`src/hdl/cms_pkg.sv`:
```
package cms_pkg;

    // ------------------------------------------------------------
    // Register map
    // ------------------------------------------------------------
    localparam logic [3:0] CMS_ADDR_CTRL   = 4'h0;
    localparam logic [3:0] CMS_ADDR_STATUS = 4'h4;
    localparam logic [3:0] CMS_ADDR_CONFIG = 4'h8;

    localparam int CMS_CTRL_FOUR_BIT   = 0;
    localparam int CMS_STAT_PROG_BIT   = 0;
    localparam int CMS_STAT_RESULT_BIT = 1;
    localparam int CMS_STAT_BUSY_BIT   = 2;
    localparam int CMS_CFG_THR_LSB     = 0;
    localparam int CMS_CFG_MUX_LSB     = 8;
    localparam int CMS_CFG_POS_LSB     = 16;
    localparam int CMS_CFG_NEG_LSB     = 20;

    localparam logic CMS_FOUR_RST = 1'b1;

    // ------------------------------------------------------------
    // Serial framing counts
    // ------------------------------------------------------------
    localparam logic [2:0] CMS_MUX_BITS_TWO  = 3'h2;
    localparam logic [2:0] CMS_MUX_BITS_FOUR = 3'h3;
    localparam logic [2:0] CMS_THR_BITS_LAST = 3'h7;

    // Negative select one-hot positions beyond the four channels
    localparam int CMS_NEG_SHARED = 4;
    localparam int CMS_NEG_GROUND = 5;

    // ------------------------------------------------------------
    // Types
    // ------------------------------------------------------------
    typedef enum logic [1:0] {
        CMS_IDLE = 2'b00,
        CMS_ADDR = 2'b01,
        CMS_CODE = 2'b11,
        CMS_RUN  = 2'b10
    } cms_state_t;

    typedef struct packed {
        logic       single_or_pair_bit;
        logic [3:0] pos_ch;
        logic [5:0] neg_ch;
    } cms_mux_cfg_t;

    typedef struct packed {
        logic fb_sw;
        logic pos_sw;
        logic neg_sw;
    } cms_switch_t;

endpackage

```
`src/hdl/cms_top.sv`:
```
`timescale 1ns/10ps
`default_nettype none

// Operation
// RULE_01 - Output updates each falling edge once programmed
// RULE_02 - Output zero when negative input not below positive
// RULE_03 - Zeroing phase then comparing phase per decision
// RULE_04 - Positive sampled clock high, negative clock low
// RULE_05 - Decision appears on following falling edge
// RULE_06 - Late input step shows one cycle later
// RULE_07 - Positive step response one to two cycles
// RULE_08 - Negative step response half to 1.5 cycles
// RULE_09 - Pulses near half-cycle end may be missed
// RULE_10 - Serial mux address decoded to channel, mode, polarity
// RULE_11 - Differential pairs only adjacent channels
// RULE_12 - Four-channel single-ended uses shared negative pin
// RULE_13 - Four-channel single-ended select mapping 0,2,1,3
// RULE_14 - Two-channel single-ended polarity picks channel
// RULE_15 - Two-channel single-ended negative tied to ground
// RULE_16 - First one on data input is start bit
// RULE_17 - Two or three mux bits follow start
// RULE_18 - Eight threshold bits follow, LSB first
// RULE_19 - Pair mode: select picks pair, polarity member
// RULE_20 - Configuration held until chip select rises
module cms_top (
    input  wire logic        clk_i,
    input  wire logic        rst_i,
    // Wishbone slave
    input  wire logic        wb_cyc_i,
    input  wire logic        wb_stb_i,
    input  wire logic        wb_we_i,
    input  wire logic [3:0]  wb_adr_i,
    input  wire logic [3:0]  wb_sel_i,
    input  wire logic [31:0] wb_dat_i,
    output logic      [31:0] wb_dat_o,
    output logic             wb_ack_o,
    // Serial pins
    input  wire logic        cs_n_i,
    input  wire logic        sclk_i,
    input  wire logic        serial_in_line_i,
    output logic             sdo_o,
    output logic             sdo_oe_n_o,
    // Analog front end
    input  wire logic        comp_i,
    output logic      [3:0]  pos_sel_o,
    output logic      [5:0]  neg_sel_o,
    output logic             fb_sw_o,
    output logic             pos_sw_o,
    output logic             neg_sw_o,
    output logic      [7:0]  threshold_level_o
);
    import cms_pkg::*;

    // ------------------------------------------------------------
    // Pin synchronisers
    // ------------------------------------------------------------
    logic [1:0] cs_sync_q;
    logic [1:0] clk_sync_q;
    logic [1:0] din_sync_q;
    logic [1:0] comp_sync_q;
    logic       sclk_prev_q;

    always_ff @(posedge clk_i) begin
        if (rst_i) begin
            cs_sync_q   <= 2'h3;
            clk_sync_q  <= 2'h0;
            din_sync_q  <= 2'h0;
            comp_sync_q <= 2'h0;
            sclk_prev_q <= 1'b0;
        end else begin
            cs_sync_q   <= {cs_sync_q[0], cs_n_i};
            clk_sync_q  <= {clk_sync_q[0], sclk_i};
            din_sync_q  <= {din_sync_q[0], serial_in_line_i};
            comp_sync_q <= {comp_sync_q[0], comp_i};
            sclk_prev_q <= clk_sync_q[1];
        end
    end

    logic cs_n;
    logic sclk;
    logic din;
    logic comp;
    logic sclk_rise;
    logic sclk_fall;

    assign cs_n      = cs_sync_q[1];
    assign sclk      = clk_sync_q[1];
    assign din       = din_sync_q[1];
    assign comp      = comp_sync_q[1];
    assign sclk_rise = sclk & ~sclk_prev_q;
    assign sclk_fall = ~sclk & sclk_prev_q;

    // ------------------------------------------------------------
    // Wishbone registers
    // ------------------------------------------------------------
    logic        four_q;
    logic        four_d;
    logic        ack_q;
    logic        ack_d;
    logic [31:0] rdat_q;
    logic [31:0] rdat_d;
    logic        run_four_q;
    logic        run_four_d;

    cms_state_t   state_q;
    cms_state_t   state_d;
    logic [2:0]   cnt_q;
    logic [2:0]   cnt_d;
    logic [2:0]   mux_q;
    logic [2:0]   mux_d;
    logic [7:0]   thr_q;
    logic [7:0]   thr_d;
    logic         decision_q;
    logic         decision_d;
    logic         sdo_q;
    logic         sdo_d;
    logic         oe_n_q;
    logic         oe_n_d;
    cms_switch_t  sw_q;
    cms_switch_t  sw_d;
    cms_mux_cfg_t cfg;
    cms_mux_cfg_t cfg_q;

    always_comb begin
        four_d = four_q;
        ack_d  = wb_cyc_i & wb_stb_i & ~ack_q;
        rdat_d = 32'h0000_0000;
        if (ack_d) begin
            unique case (wb_adr_i)
                CMS_ADDR_CTRL: begin
                    rdat_d[CMS_CTRL_FOUR_BIT] = four_q;
                    if (wb_we_i && wb_sel_i[0]) begin
                        four_d = wb_dat_i[CMS_CTRL_FOUR_BIT];
                    end
                end
                CMS_ADDR_STATUS: begin
                    rdat_d[CMS_STAT_PROG_BIT]   = (state_q == CMS_RUN);
                    rdat_d[CMS_STAT_RESULT_BIT] = sdo_q;
                    rdat_d[CMS_STAT_BUSY_BIT]   = (state_q != CMS_IDLE);
                end
                CMS_ADDR_CONFIG: begin
                    rdat_d[CMS_CFG_THR_LSB +: 8] = thr_q;
                    rdat_d[CMS_CFG_MUX_LSB +: 3] = mux_q;
                    rdat_d[CMS_CFG_POS_LSB +: 4] = cfg_q.pos_ch;
                    rdat_d[CMS_CFG_NEG_LSB +: 6] = cfg_q.neg_ch;
                end
                default: rdat_d = 32'h0000_0000;
            endcase
        end
    end

    always_ff @(posedge clk_i) begin
        if (rst_i) begin
            four_q <= CMS_FOUR_RST;
            ack_q  <= 1'b0;
            rdat_q <= 32'h0000_0000;
        end else begin
            four_q <= four_d;
            ack_q  <= ack_d;
            rdat_q <= rdat_d;
        end
    end

    // ------------------------------------------------------------
    // Serial programming and comparison sequencer
    // ------------------------------------------------------------
    always_comb begin
        state_d    = state_q;
        cnt_d      = cnt_q;
        mux_d      = mux_q;
        thr_d      = thr_q;
        run_four_d = run_four_q;
        decision_d = decision_q;
        sdo_d      = sdo_q;
        oe_n_d     = oe_n_q;
        sw_d       = '0;
        if (cs_n) begin
            state_d = CMS_IDLE;
            oe_n_d  = 1'b1;
            sdo_d   = 1'b0;
        end else begin
            unique case (state_q)
                CMS_IDLE: begin
                    if (sclk_rise && din) begin                     // RULE_16
                        state_d    = CMS_ADDR;
                        cnt_d      = 3'h0;
                        mux_d      = 3'h0;
                        run_four_d = four_q;
                    end
                end
                CMS_ADDR: begin
                    if (sclk_rise) begin
                        mux_d = {mux_q[1:0], din};                  // RULE_10
                        cnt_d = cnt_q + 3'h1;
                        if (cnt_q + 3'h1 == (run_four_q ? CMS_MUX_BITS_FOUR
                                                         : CMS_MUX_BITS_TWO)) begin // RULE_17
                            state_d = CMS_CODE;
                            cnt_d   = 3'h0;
                        end
                    end
                end
                CMS_CODE: begin
                    if (sclk_rise) begin
                        thr_d = {din, thr_q[7:1]};                  // RULE_18
                        cnt_d = cnt_q + 3'h1;
                        if (cnt_q == CMS_THR_BITS_LAST) begin
                            state_d = CMS_RUN;
                            oe_n_d  = 1'b0;
                            sdo_d   = 1'b0;
                        end
                    end
                end
                CMS_RUN: begin
                    // Mux word and threshold frozen here            RULE_20
                    sw_d.fb_sw  = sclk;                             // RULE_03
                    sw_d.pos_sw = sclk;                             // RULE_04
                    sw_d.neg_sw = ~sclk;
                    // Sampled on synced edges; short pulses lost     RULE_09
                    if (sclk_rise) begin
                        decision_d = comp;                          // RULE_02 RULE_06
                    end
                    if (sclk_fall) begin
                        sdo_d = decision_q;                         // RULE_01 RULE_05 RULE_07 RULE_08
                    end
                end
            endcase
        end
    end

    always_ff @(posedge clk_i) begin
        if (rst_i) begin
            state_q    <= CMS_IDLE;
            cnt_q      <= 3'h0;
            mux_q      <= 3'h0;
            thr_q      <= 8'h00;
            run_four_q <= CMS_FOUR_RST;
            decision_q <= 1'b0;
            sdo_q      <= 1'b0;
            oe_n_q     <= 1'b1;
            sw_q       <= '0;
            cfg_q      <= '0;
        end else begin
            state_q    <= state_d;
            cnt_q      <= cnt_d;
            mux_q      <= mux_d;
            thr_q      <= thr_d;
            run_four_q <= run_four_d;
            decision_q <= decision_d;
            sdo_q      <= sdo_d;
            oe_n_q     <= oe_n_d;
            sw_q       <= sw_d;
            cfg_q      <= cfg;
        end
    end

    cms_mux_decode u_decode (
        .four_ch_i  (run_four_q),
        .mux_word_i (mux_q),
        .cfg_o      (cfg)
    );

    // ------------------------------------------------------------
    // Outputs
    // ------------------------------------------------------------
    assign wb_dat_o          = rdat_q;
    assign wb_ack_o          = ack_q;
    assign sdo_o             = sdo_q;
    assign sdo_oe_n_o        = oe_n_q;
    assign pos_sel_o         = cfg_q.pos_ch;
    assign neg_sel_o         = cfg_q.neg_ch;
    assign fb_sw_o           = sw_q.fb_sw;
    assign pos_sw_o          = sw_q.pos_sw;
    assign neg_sw_o          = sw_q.neg_sw;
    assign threshold_level_o = thr_q;

    logic run;
    assign run = (state_q == CMS_RUN) && !cs_n;
endmodule

`default_nettype wire

```
`src/hdl/cms_mux_decode.sv`:
```
`timescale 1ns/10ps
`default_nettype none

module cms_mux_decode (
    input  wire logic                  four_ch_i,
    input  wire logic [2:0]            mux_word_i,
    output var cms_pkg::cms_mux_cfg_t  cfg_o
);
    import cms_pkg::*;

    logic       sgl;
    logic       pol;
    logic       sel;
    logic [1:0] pos_idx;

    always_comb begin
        cfg_o = '0;
        if (four_ch_i) begin
            sgl = mux_word_i[2];
            pol = mux_word_i[1];
            sel = mux_word_i[0];
        end else begin
            sgl = mux_word_i[1];
            pol = mux_word_i[0];
            sel = 1'b0;
        end
        pos_idx = {sel, pol};                                       // RULE_13
        cfg_o.single_or_pair_bit = sgl;
        cfg_o.pos_ch = 4'h1 << pos_idx;                             // RULE_14
        if (sgl) begin
            if (four_ch_i) begin
                cfg_o.neg_ch[CMS_NEG_SHARED] = 1'b1;                // RULE_12
            end else begin
                cfg_o.neg_ch[CMS_NEG_GROUND] = 1'b1;                // RULE_15
            end
        end else begin
            cfg_o.neg_ch[3:0] = 4'h1 << {sel, ~pol};                // RULE_11 RULE_19
        end
    end

endmodule

`default_nettype wire

```
`config.mk`:
```
export PLATFORM = sky130hd
export DESIGN_NAME = cms_top
export DESIGN_NICKNAME = d
export VERILOG_FILES = /design/src/hdl/cms_pkg.sv /design/src/hdl/cms_top.sv /design/src/hdl/cms_mux_decode.sv
export SDC_FILE = /design/constraint.sdc
export NUM_CORES = 1
export LEC_CHECK = 0
export BUFFER_PORTS_ARGS = -buffer_cell sky130_fd_sc_hd__buf_2
export CAP_MARGIN = 40
export CORE_ASPECT_RATIO = 0.5
export CORE_MARGIN = 1.5
export CORE_UTILIZATION = 52
export CTS_BUF_LIST = sky130_fd_sc_hd__clkbuf_4
export DETAILED_ROUTE_END_ITERATION = 10
export GPL_TIMING_DRIVEN = 0
export PLACE_DENSITY = 0.84
export SETUP_SLACK_MARGIN = 0.2
export SLEW_MARGIN = 40
export SYNTH_ARGS = -nofsm -noshare
export SYNTH_HDL_FRONTEND = slang
export SYNTH_HIERARCHICAL = 1
export SYNTH_SLANG_ARGS = --single-unit
```
`constraint.sdc`:
```
create_clock -name clk_i -period 3.5 [get_ports clk_i]
set_input_delay 0.7 -clock clk_i [delete_from_list [all_inputs] [get_ports clk_i]]
set_output_delay 0.7 -clock clk_i [all_outputs]
set_load 0.005 [all_outputs]
```
---- Word level (Yosys, flattened, before mapping) ----
Cells that the tools add are included.
storage, ports and cells
  register bits after elaboration ......... 75
  bits of input ports ..................... 49
  output and inout port bits .............. 56
operators by class
  add/subtract/negate cells ............... 1
  equal/unequal tests ..................... 13
  shift operators ......................... 2
  mux-type cells .......................... 25
  bitwise gates (word level) .............. 13
  reductions and logical operators ........ 23
operators by type and width
  operator                                                               count
  3-bit 2-to-1 mux                                                       5
  3-bit AND reduction                                                    5
  2-bit != test, second input constant                                   6
  2-bit 2-to-1 mux                                                       5
  1-bit 2-to-1 mux                                                       9
  1-bit NOT                                                              9
  3-bit one-hot mux with 3 select lines                                  1
  4-bit AND reduction                                                    2
  2-bit OR reduction                                                     4
  1-bit by 2-bit << shifter with 4-bit output, first input constant      2
  2-bit one-hot mux with 3 select lines                                  1
  3-bit one-hot mux with 2 select lines                                  1
  6-bit AND reduction                                                    1
  2-bit nonzero test                                                     3
  3-bit OR reduction                                                     2
  5-bit AND reduction                                                    1
  1-bit bitwise AND                                                      4
  2-bit equality test, second input constant                             2
  4-bit by 3-bit equality test with 1-bit output, second input constant  1
  4-bit equality test, second input constant                             1
  4-bit logical NOT                                                      1
  2-bit one-hot mux with 2 select lines                                  1
  3-bit by 1-bit adder with 3-bit output, second input constant          1
  3-bit by 2-bit equality test with 1-bit output                         1
  7 further kinds                                                        8

---- Depth between registers and ports, before layout ----
Gate-level depths: netlist (run 1).
  depth after elaboration ................. 5
  depth in mapped cells ................... 5
  gate-level depth less buffers ........... 5

---- Cells and area by module ----
The synthesis (run 1) kept the hierarchy.
by module, submodules not included
  module          instances  cells each  area each (µm²)
  cms_top         1          213         2237.1
  cms_mux_decode  1          18          97.6

---- Least setup slack after synthesis (run 1) ----
Ideal clock, no wire load.
  path type ............................... input port to flip-flop
  start point ............................. in rst_i
  end point ............................... reg rdat_q[8] (netlist: wb_dat_o[8])
  arrival ................................. 1.604 ns
  required time ........................... 3.441 ns
  slack ................................... 1.836 ns
  stages on the path ...................... 5
  buffers on the path ..................... 2
  cell sequence ........................... buf_2 -> or2_2 -> nor2_4 -> clkbuf_2 -> and2_1
on the way
  cells in the longest elaborated chain, start to end .. 1
RTL lines
  element                              line            text
  from (decl)                          cms_top.sv:27   input wire logic rst_i,
  3-bit OR reduction (no source line)  --
  to (signal assigned)                 cms_top.sv:160  rdat_q <= rdat_d;
  to (decl)                            cms_top.sv:100  logic [31:0] rdat_q;
Every way passes these cells.
A chain may end at the register's enable or synchronous reset.

---- Worst setup path after layout (run 1) ----
  start point ............................. reg thr_q[2] (netlist: threshold_level_o[2])
  end point ............................... out threshold_level_o[2]
RTL lines
  element                 line            text
  from (decl)             cms_top.sv:111  logic [7:0] thr_q;
  from (signal assigned)  cms_top.sv:246  thr_q <= thr_d;
  to (decl)               cms_top.sv:50   output logic [7:0] threshold_level_o
No word-level cell between the ends.

==> results.yml, run 1 <==
global_route:
  grt_pass1_vias: 1704
  grt_pass1_wl_um: 7730
  grt_max_degree: 13
  overflow: 0
  grtUsageTotal_pct: 20.9
  antenna_found_initial: 0
worst_setup_path:
  start_kind: "flip-flop"
  reg2reg_depth: 4
  crit_fanout: 4
  cp.depth: 1
  path_buf_inv: 1
  path_delay_family: "flip-flops"
  slowest_stage: "dfxtp_1"
  required_ns: 2.80
  end_kind: "output pin"
  cp.arrival_ns: 0.97
  setup.worst_path.class: "flip-flop to output pin"
  slowest_delay_ns: 0.43
  path_cells: "buf_2"
timing:
  finalSetupTns_ns: 0
  post-route-min-period_ns: 1.67
  max_freq_mhz: 598
  rsz0062_at_grt: "false"
  finalHoldViolCount: 0
  finClkSkew_ns: 0.0107
  setup_viol: 0
  fin_crit_sh_pct: 47.8
  slew_violations: 0
die:
  ioPinCount: 105
  start_util_pct: 56.8
  dieHeight_um: 50.2
  die_w_um: 97.5
  placementRows: 16
  coreArea_um2: 4080
  dieArea_um2: 4900
route:
  finalWirelength_um: 4690
  ant_nets: 0
  via_per_inst: 4.96
  drc_errors: 0
  via_count: 1820
  wl_per_cell_um: 12.8
  first_pass_iters: 5
  dr.first_iter.drc_count: 50
cts:
  cts_setup_buffers: 0
  cts_root_buf: "clkbuf_4"
  clk_latency_ns: 0.41
  post_cts_resized: 0
  htreeDepth: 3
  cts_tree: "done"
  clockBufferDepth: 2
  clk_pin_slew_ns: 0.11
  cts_hold_buf: 0
  clock-sinks: 64
  numCtsBuffers: 9
pwr:
  p_per_area_nw_per_um2: 489
  total_power_mw: 1.42
  power.leakage_nw: 1.32
  irDropWorstVdd_v: 0.000267
final_layout:
  diodes: 0
  fin_util_pct: 71.1
  final_common_cell: "dfxtp_1"
  fin_cells: 367
  design_area_um2: 2900
  finalNetCount: 359
  layout_common_cells: "64 x dfxtp_1, 59 x buf_2, 20 x nor2b_1, 19 x and2_1, 18 x nor2_1"
  num-fill-cells: 308
  area_growth_pct: 25.1
  post_route_cells_drive_above_1_share_pct: 31.6
synthesis:
  ys_warn_count: 6
  syn_area_um2: 2320
  avgSynthCellArea_um2: 10.1
  syn_inst: 229
hold_path:
  hold_depth: 1
  hold_path_class: "flip-flop to flip-flop"
status:
  outcome: "completed"
run:
  maxCapViolations: 0
place:
  io_buffer_count: 58
  gp_congestion: 0.813
  dp.cells: 351
  post_dp_cell_area_um2: 2720
  dpl.hpwl_um: 3290
-- where the power goes --
| group | switching (mW) | internal, mW |
|---|---|---|
| registers | 0.00373 | 0.734 |
| logic | 0.0234 | 0.0229 |
| clock network | 0.272 | 0.363 |
| total | 0.299 | 1.12 |
-- state kept, by name, summed over array words and instances, names as in the netlist --
| signal | count |
|---|---|
| mux_q | 3 |
| neg_sw_o | 1 |
| decision_q | 1 |
| pos_sel_o | 4 |
| run_four_q | 1 |
| din_sync_q | 2 |
| comp_sync_q | 2 |
| wb_dat_o | 21 |
| neg_sel_o | 6 |
| pos_sw_o | 1 |
| wb_ack_o | 1 |
| state_q | 2 |
| four_q | 1 |
| sclk_prev_q | 1 |
| threshold_level_o | 8 |
| clk_sync_q | 2 |
| cnt_q | 3 |
| sdo_oe_n_o | 1 |
| cs_sync_q | 2 |
| sdo_o | 1 |
-- final cells by class --
| class | count | area [um2] | share of cell area, % |
|---|---|---|---|
| clock buffers | 9 | 67.6 | 2.33 |
| repair buffers | 58 | 290 | 10.0 |
| well taps | 54 | 67.6 | 2.33 |
| inverters | 4 | 15.0 | 0.517 |
| multi-input cells | 150 | 928 | 32.0 |
| plain buffers | 21 | 134 | 4.61 |
| clock inverters | 7 | 119 | 4.09 |
| flip-flops and latches | 64 | 1280 | 44.1 |
-- layer usage --
metal | GRT usage [%] | wire length, um | vias to the layer above
li1 | - | - | 903
met1 | 24.6 | 2050 | 823
met2 | 34.3 | 2130 | 86
met3 | 8.08 | 435 | 8
met4 | 10.0 | 76 | 0
met5 | 0 | 0 | -
-- metrics by stage --
step | hold WS [ns] | setup slack (ns)
2_1_floorplan | 0.389 | 1.84
3_3_place_gp | 0.392 | 1.59
5_1_grt | 0.463 | 1.76
3_5_place_dp | 0.415 | 1.53
4_1_cts | 0.442 | 1.82
6_report | 0.436 | 1.83
-- final timing paths --
kind	start	endpoint	slack, ns
hold reg to reg	cs_sync_q[0]	cs_sync_q[1]	0.44
setup reg to reg	cnt_q[0]	state_q[1]	1.85
hold / removal	cs_sync_q[0]	cs_sync_q[1]	0.44
setup / recovery	threshold_level_o[2]	threshold_level_o[2]	1.83
No activity file was read; power rests on OpenSTA's default activity.
==> inputs of run 2 (changes only) <==
--- a/config.mk
+++ b/config.mk
@@ -9,11 +9,11 @@
 export CAP_MARGIN = 40
 export CORE_ASPECT_RATIO = 0.5
 export CORE_MARGIN = 1.5
-export CORE_UTILIZATION = 52
+export CORE_UTILIZATION = 43
 export CTS_BUF_LIST = sky130_fd_sc_hd__clkbuf_4
 export DETAILED_ROUTE_END_ITERATION = 10
 export GPL_TIMING_DRIVEN = 0
-export PLACE_DENSITY = 0.84
+export PLACE_DENSITY = 0.74
 export SETUP_SLACK_MARGIN = 0.2
 export SLEW_MARGIN = 40
 export SYNTH_ARGS = -nofsm -noshare
==> constraint.sdc (replaced) <==
create_clock -name clk_i -period 1.5 [get_ports clk_i]
set_input_delay 0.3 -clock clk_i [delete_from_list [all_inputs] [get_ports clk_i]]
set_output_delay 0.3 -clock clk_i [all_outputs]
set_load 0.005 [all_outputs]
==> run 2 against run 1 <==
Compared with the run above: register-to-register slack worse by 1.8 ns; combinational power grew to 2.6 times the previous value; wire length grew 1.6%; setup slack got worse by 1.7 ns; largest cell class unchanged; clock-buffer cell count did not move; die area increased by 20%; non-clock buffer count grew 8; final cell count rose by 6.5%; sequential cell count stayed put; highest routed layer unchanged.
==> results.yml, run 2 (synthesis results as in run 1) <==
status:
  outcome: "completed"
worst_setup_path:
  start_kind: "flip-flop"
  cp.arrival_ns: 1.77
  crit_fanout: 3
  cp-startpoint: "cnt_q[0]"
  reg2reg_slack_ns: 0.09
  timing.rr.start: "cnt_q[0]"
  critPathCapture: "state_q[1]"
  setup.worst_path.class: "flip-flop to flip-flop"
  worstReg2RegEnd: "state_q[1]"
  reg2reg_depth: 4
  end_kind: "flip-flop"
  required_ns: 1.85
global_route:
  antenna_found_initial: 0
  use_met1_pct: 20.7
  grt_pass1_vias: 1519
  grt_max_degree: 13
  overflow: 0
  busiest_layer: "met2"
  grt_pass1_wl_um: 7220
  use_met2_pct: 26.9
  globalRouteMet3Util_pct: 8.31
  grtUsageTotal_pct: 17.2
timing:
  worst_slack_ns: 0.0870
  worst_pin_slew_ns: 0.493
  setup_viol: 0
  rsz0062_at_grt: "true"
  slew_headroom_pct: 66.7
  fin_crit_sh_pct: 94.2
  finalSetupTns_ns: 0
  max_freq_mhz: 708
  post-route-min-period_ns: 1.41
  finalHoldViolCount: 0
  slew_violations: 0
  finClkSkew_ns: 0.0141
pwr:
  irDropWorstVdd_v: 0.000461
  p_int_mw: 2.28
  clkPwrFrac_pct: 38.3
  seqPwrFrac_pct: 57.6
  power.switching_mw: 0.706
  comb_power_share_pct: 4.0
  switching_share_pct: 23.6
  p_per_area_nw_per_um2: 975
  power.leakage_nw: 1.36
die:
  ioPinCount: 105
  start_util_pct: 45.8
  dieArea_um2: 5870
  dieHeight_um: 55.0
  die_w_um: 107
  coreArea_um2: 5070
  placementRows: 18
cts:
  clock-sinks: 64
  clk_latency_ns: 0.41
  cts_hold_buf: 0
  cts_root_buf: "clkbuf_4"
  cts_tree: "done"
  htreeDepth: 3
  numCtsBuffers: 9
  clk_pin_slew_ns: 0.10
  clockBufferDepth: 2
final_layout:
  post_route_cells_drive_above_1_share_pct: 42.1
  multiInputGateArea_um2: 1000
  num-fill-cells: 436
  fin_cells: 391
  layout_common_cells: "58 x buf_2, 49 x dfxtp_1, 19 x nor2b_1, 19 x and2_1, 18 x nor2_1"
  area_growth_pct: 31.9
  seqCellArea_um2: 1310
  final_common_cell: "buf_2"
  largest_reg_flops: 21
  diodes: 0
  design_area_um2: 3060
  finalNetCount: 367
route:
  finalWirelength_um: 4770
  dr.first_iter.drc_count: 103
  ant_nets: 0
  via_per_inst: 4.65
  wl_per_cell_um: 12.2
  drc_errors: 0
  via_count: 1817
  first_pass_iters: 4
hold_path:
  hold_path_class: "primary input to flip-flop"
place:
  dpl.hpwl_um: 3240
  dp.cells: 367
  gp_congestion: 0.757
  io_buffer_count: 58
  pre_cts_slack_ns: -0.0796
  post_dp_cell_area_um2: 2770
run:
  maxCapViolations: 0
[run 2: area by class of cell]
class / instances / share of cell area (%)
tap: 70 / 2.86
multi-input combinational: 150 / 32.7
clock buffer: 9 / 2.21
timing repair buffer: 66 / 11.9
sequential: 64 / 42.6
buffer: 21 / 4.94
inverter: 4 / 0.490
clock inverter: 7 / 2.33
[run 2: power groups by stage]
stage               combinational [mW]  clock (mW)  sequential, mW
global placement                 0.104           0            1.76
detailed placement               0.106           0            1.76
finish                           0.121        1.14            1.72
floorplan                       0.0700           0            1.76
global route                     0.132        1.27            1.72
CTS                              0.113        1.18            1.72
[run 2: layer usage]
| layer | wire (um) | vias up |
|---|---|---|
| li1 | - | 919 |
| met3 | 374 | 15 |
| met4 | 89 | 0 |
| met1 | 2150 | 815 |
| met2 | 2150 | 68 |
| met5 | 0 | - |
[run 2: critical path, cell delays in order, from the launching register on]
cell     delay [ns]
dfxtp_4        0.37
ha_4           0.16
ha_4           0.24
or4b_4         0.49
a21oi_2        0.11
[run 2: worst min path at each step]
stage,slack (ns),depth (start not counted),start,to
after floorplan,0.39,1,cs_sync_q[0],cs_sync_q[1]
after global placement,0.40,1,cs_sync_q[0],cs_sync_q[1]
after detailed placement,0.39,1,cs_sync_q[0],cs_sync_q[1]
after CTS,0.05,2,cs_n_i,cs_sync_q[0]
after global routing,0.05,2,cs_n_i,cs_sync_q[0]
final,0.08,2,cs_n_i,cs_sync_q[0]
[run 2: what timing repair did]
action                                  in CTS  in global routing
gates resized for setup                     14                 23
endpoints found under the hold margin        0                  0
pin swaps                                    1                  4
gates cloned                                 0                  0
setup buffers                                5                  3
endpoints found under the setup margin      30                 47
[run 2: per-stage QoR]
| step | power (mW) | hold slack, ns | utilization (%) |
|---|---|---|---|
| after global placement | 1.87 | 0.396 | 54.7 |
| final | 2.98 | 0.0770 | 60.4 |
| after CTS | 3.01 | 0.0477 | 58.9 |
| after detailed placement | 1.87 | 0.395 | 54.7 |
| after global routing | 3.13 | 0.0513 | 60.4 |
| after floorplan | 1.83 | 0.389 | - |
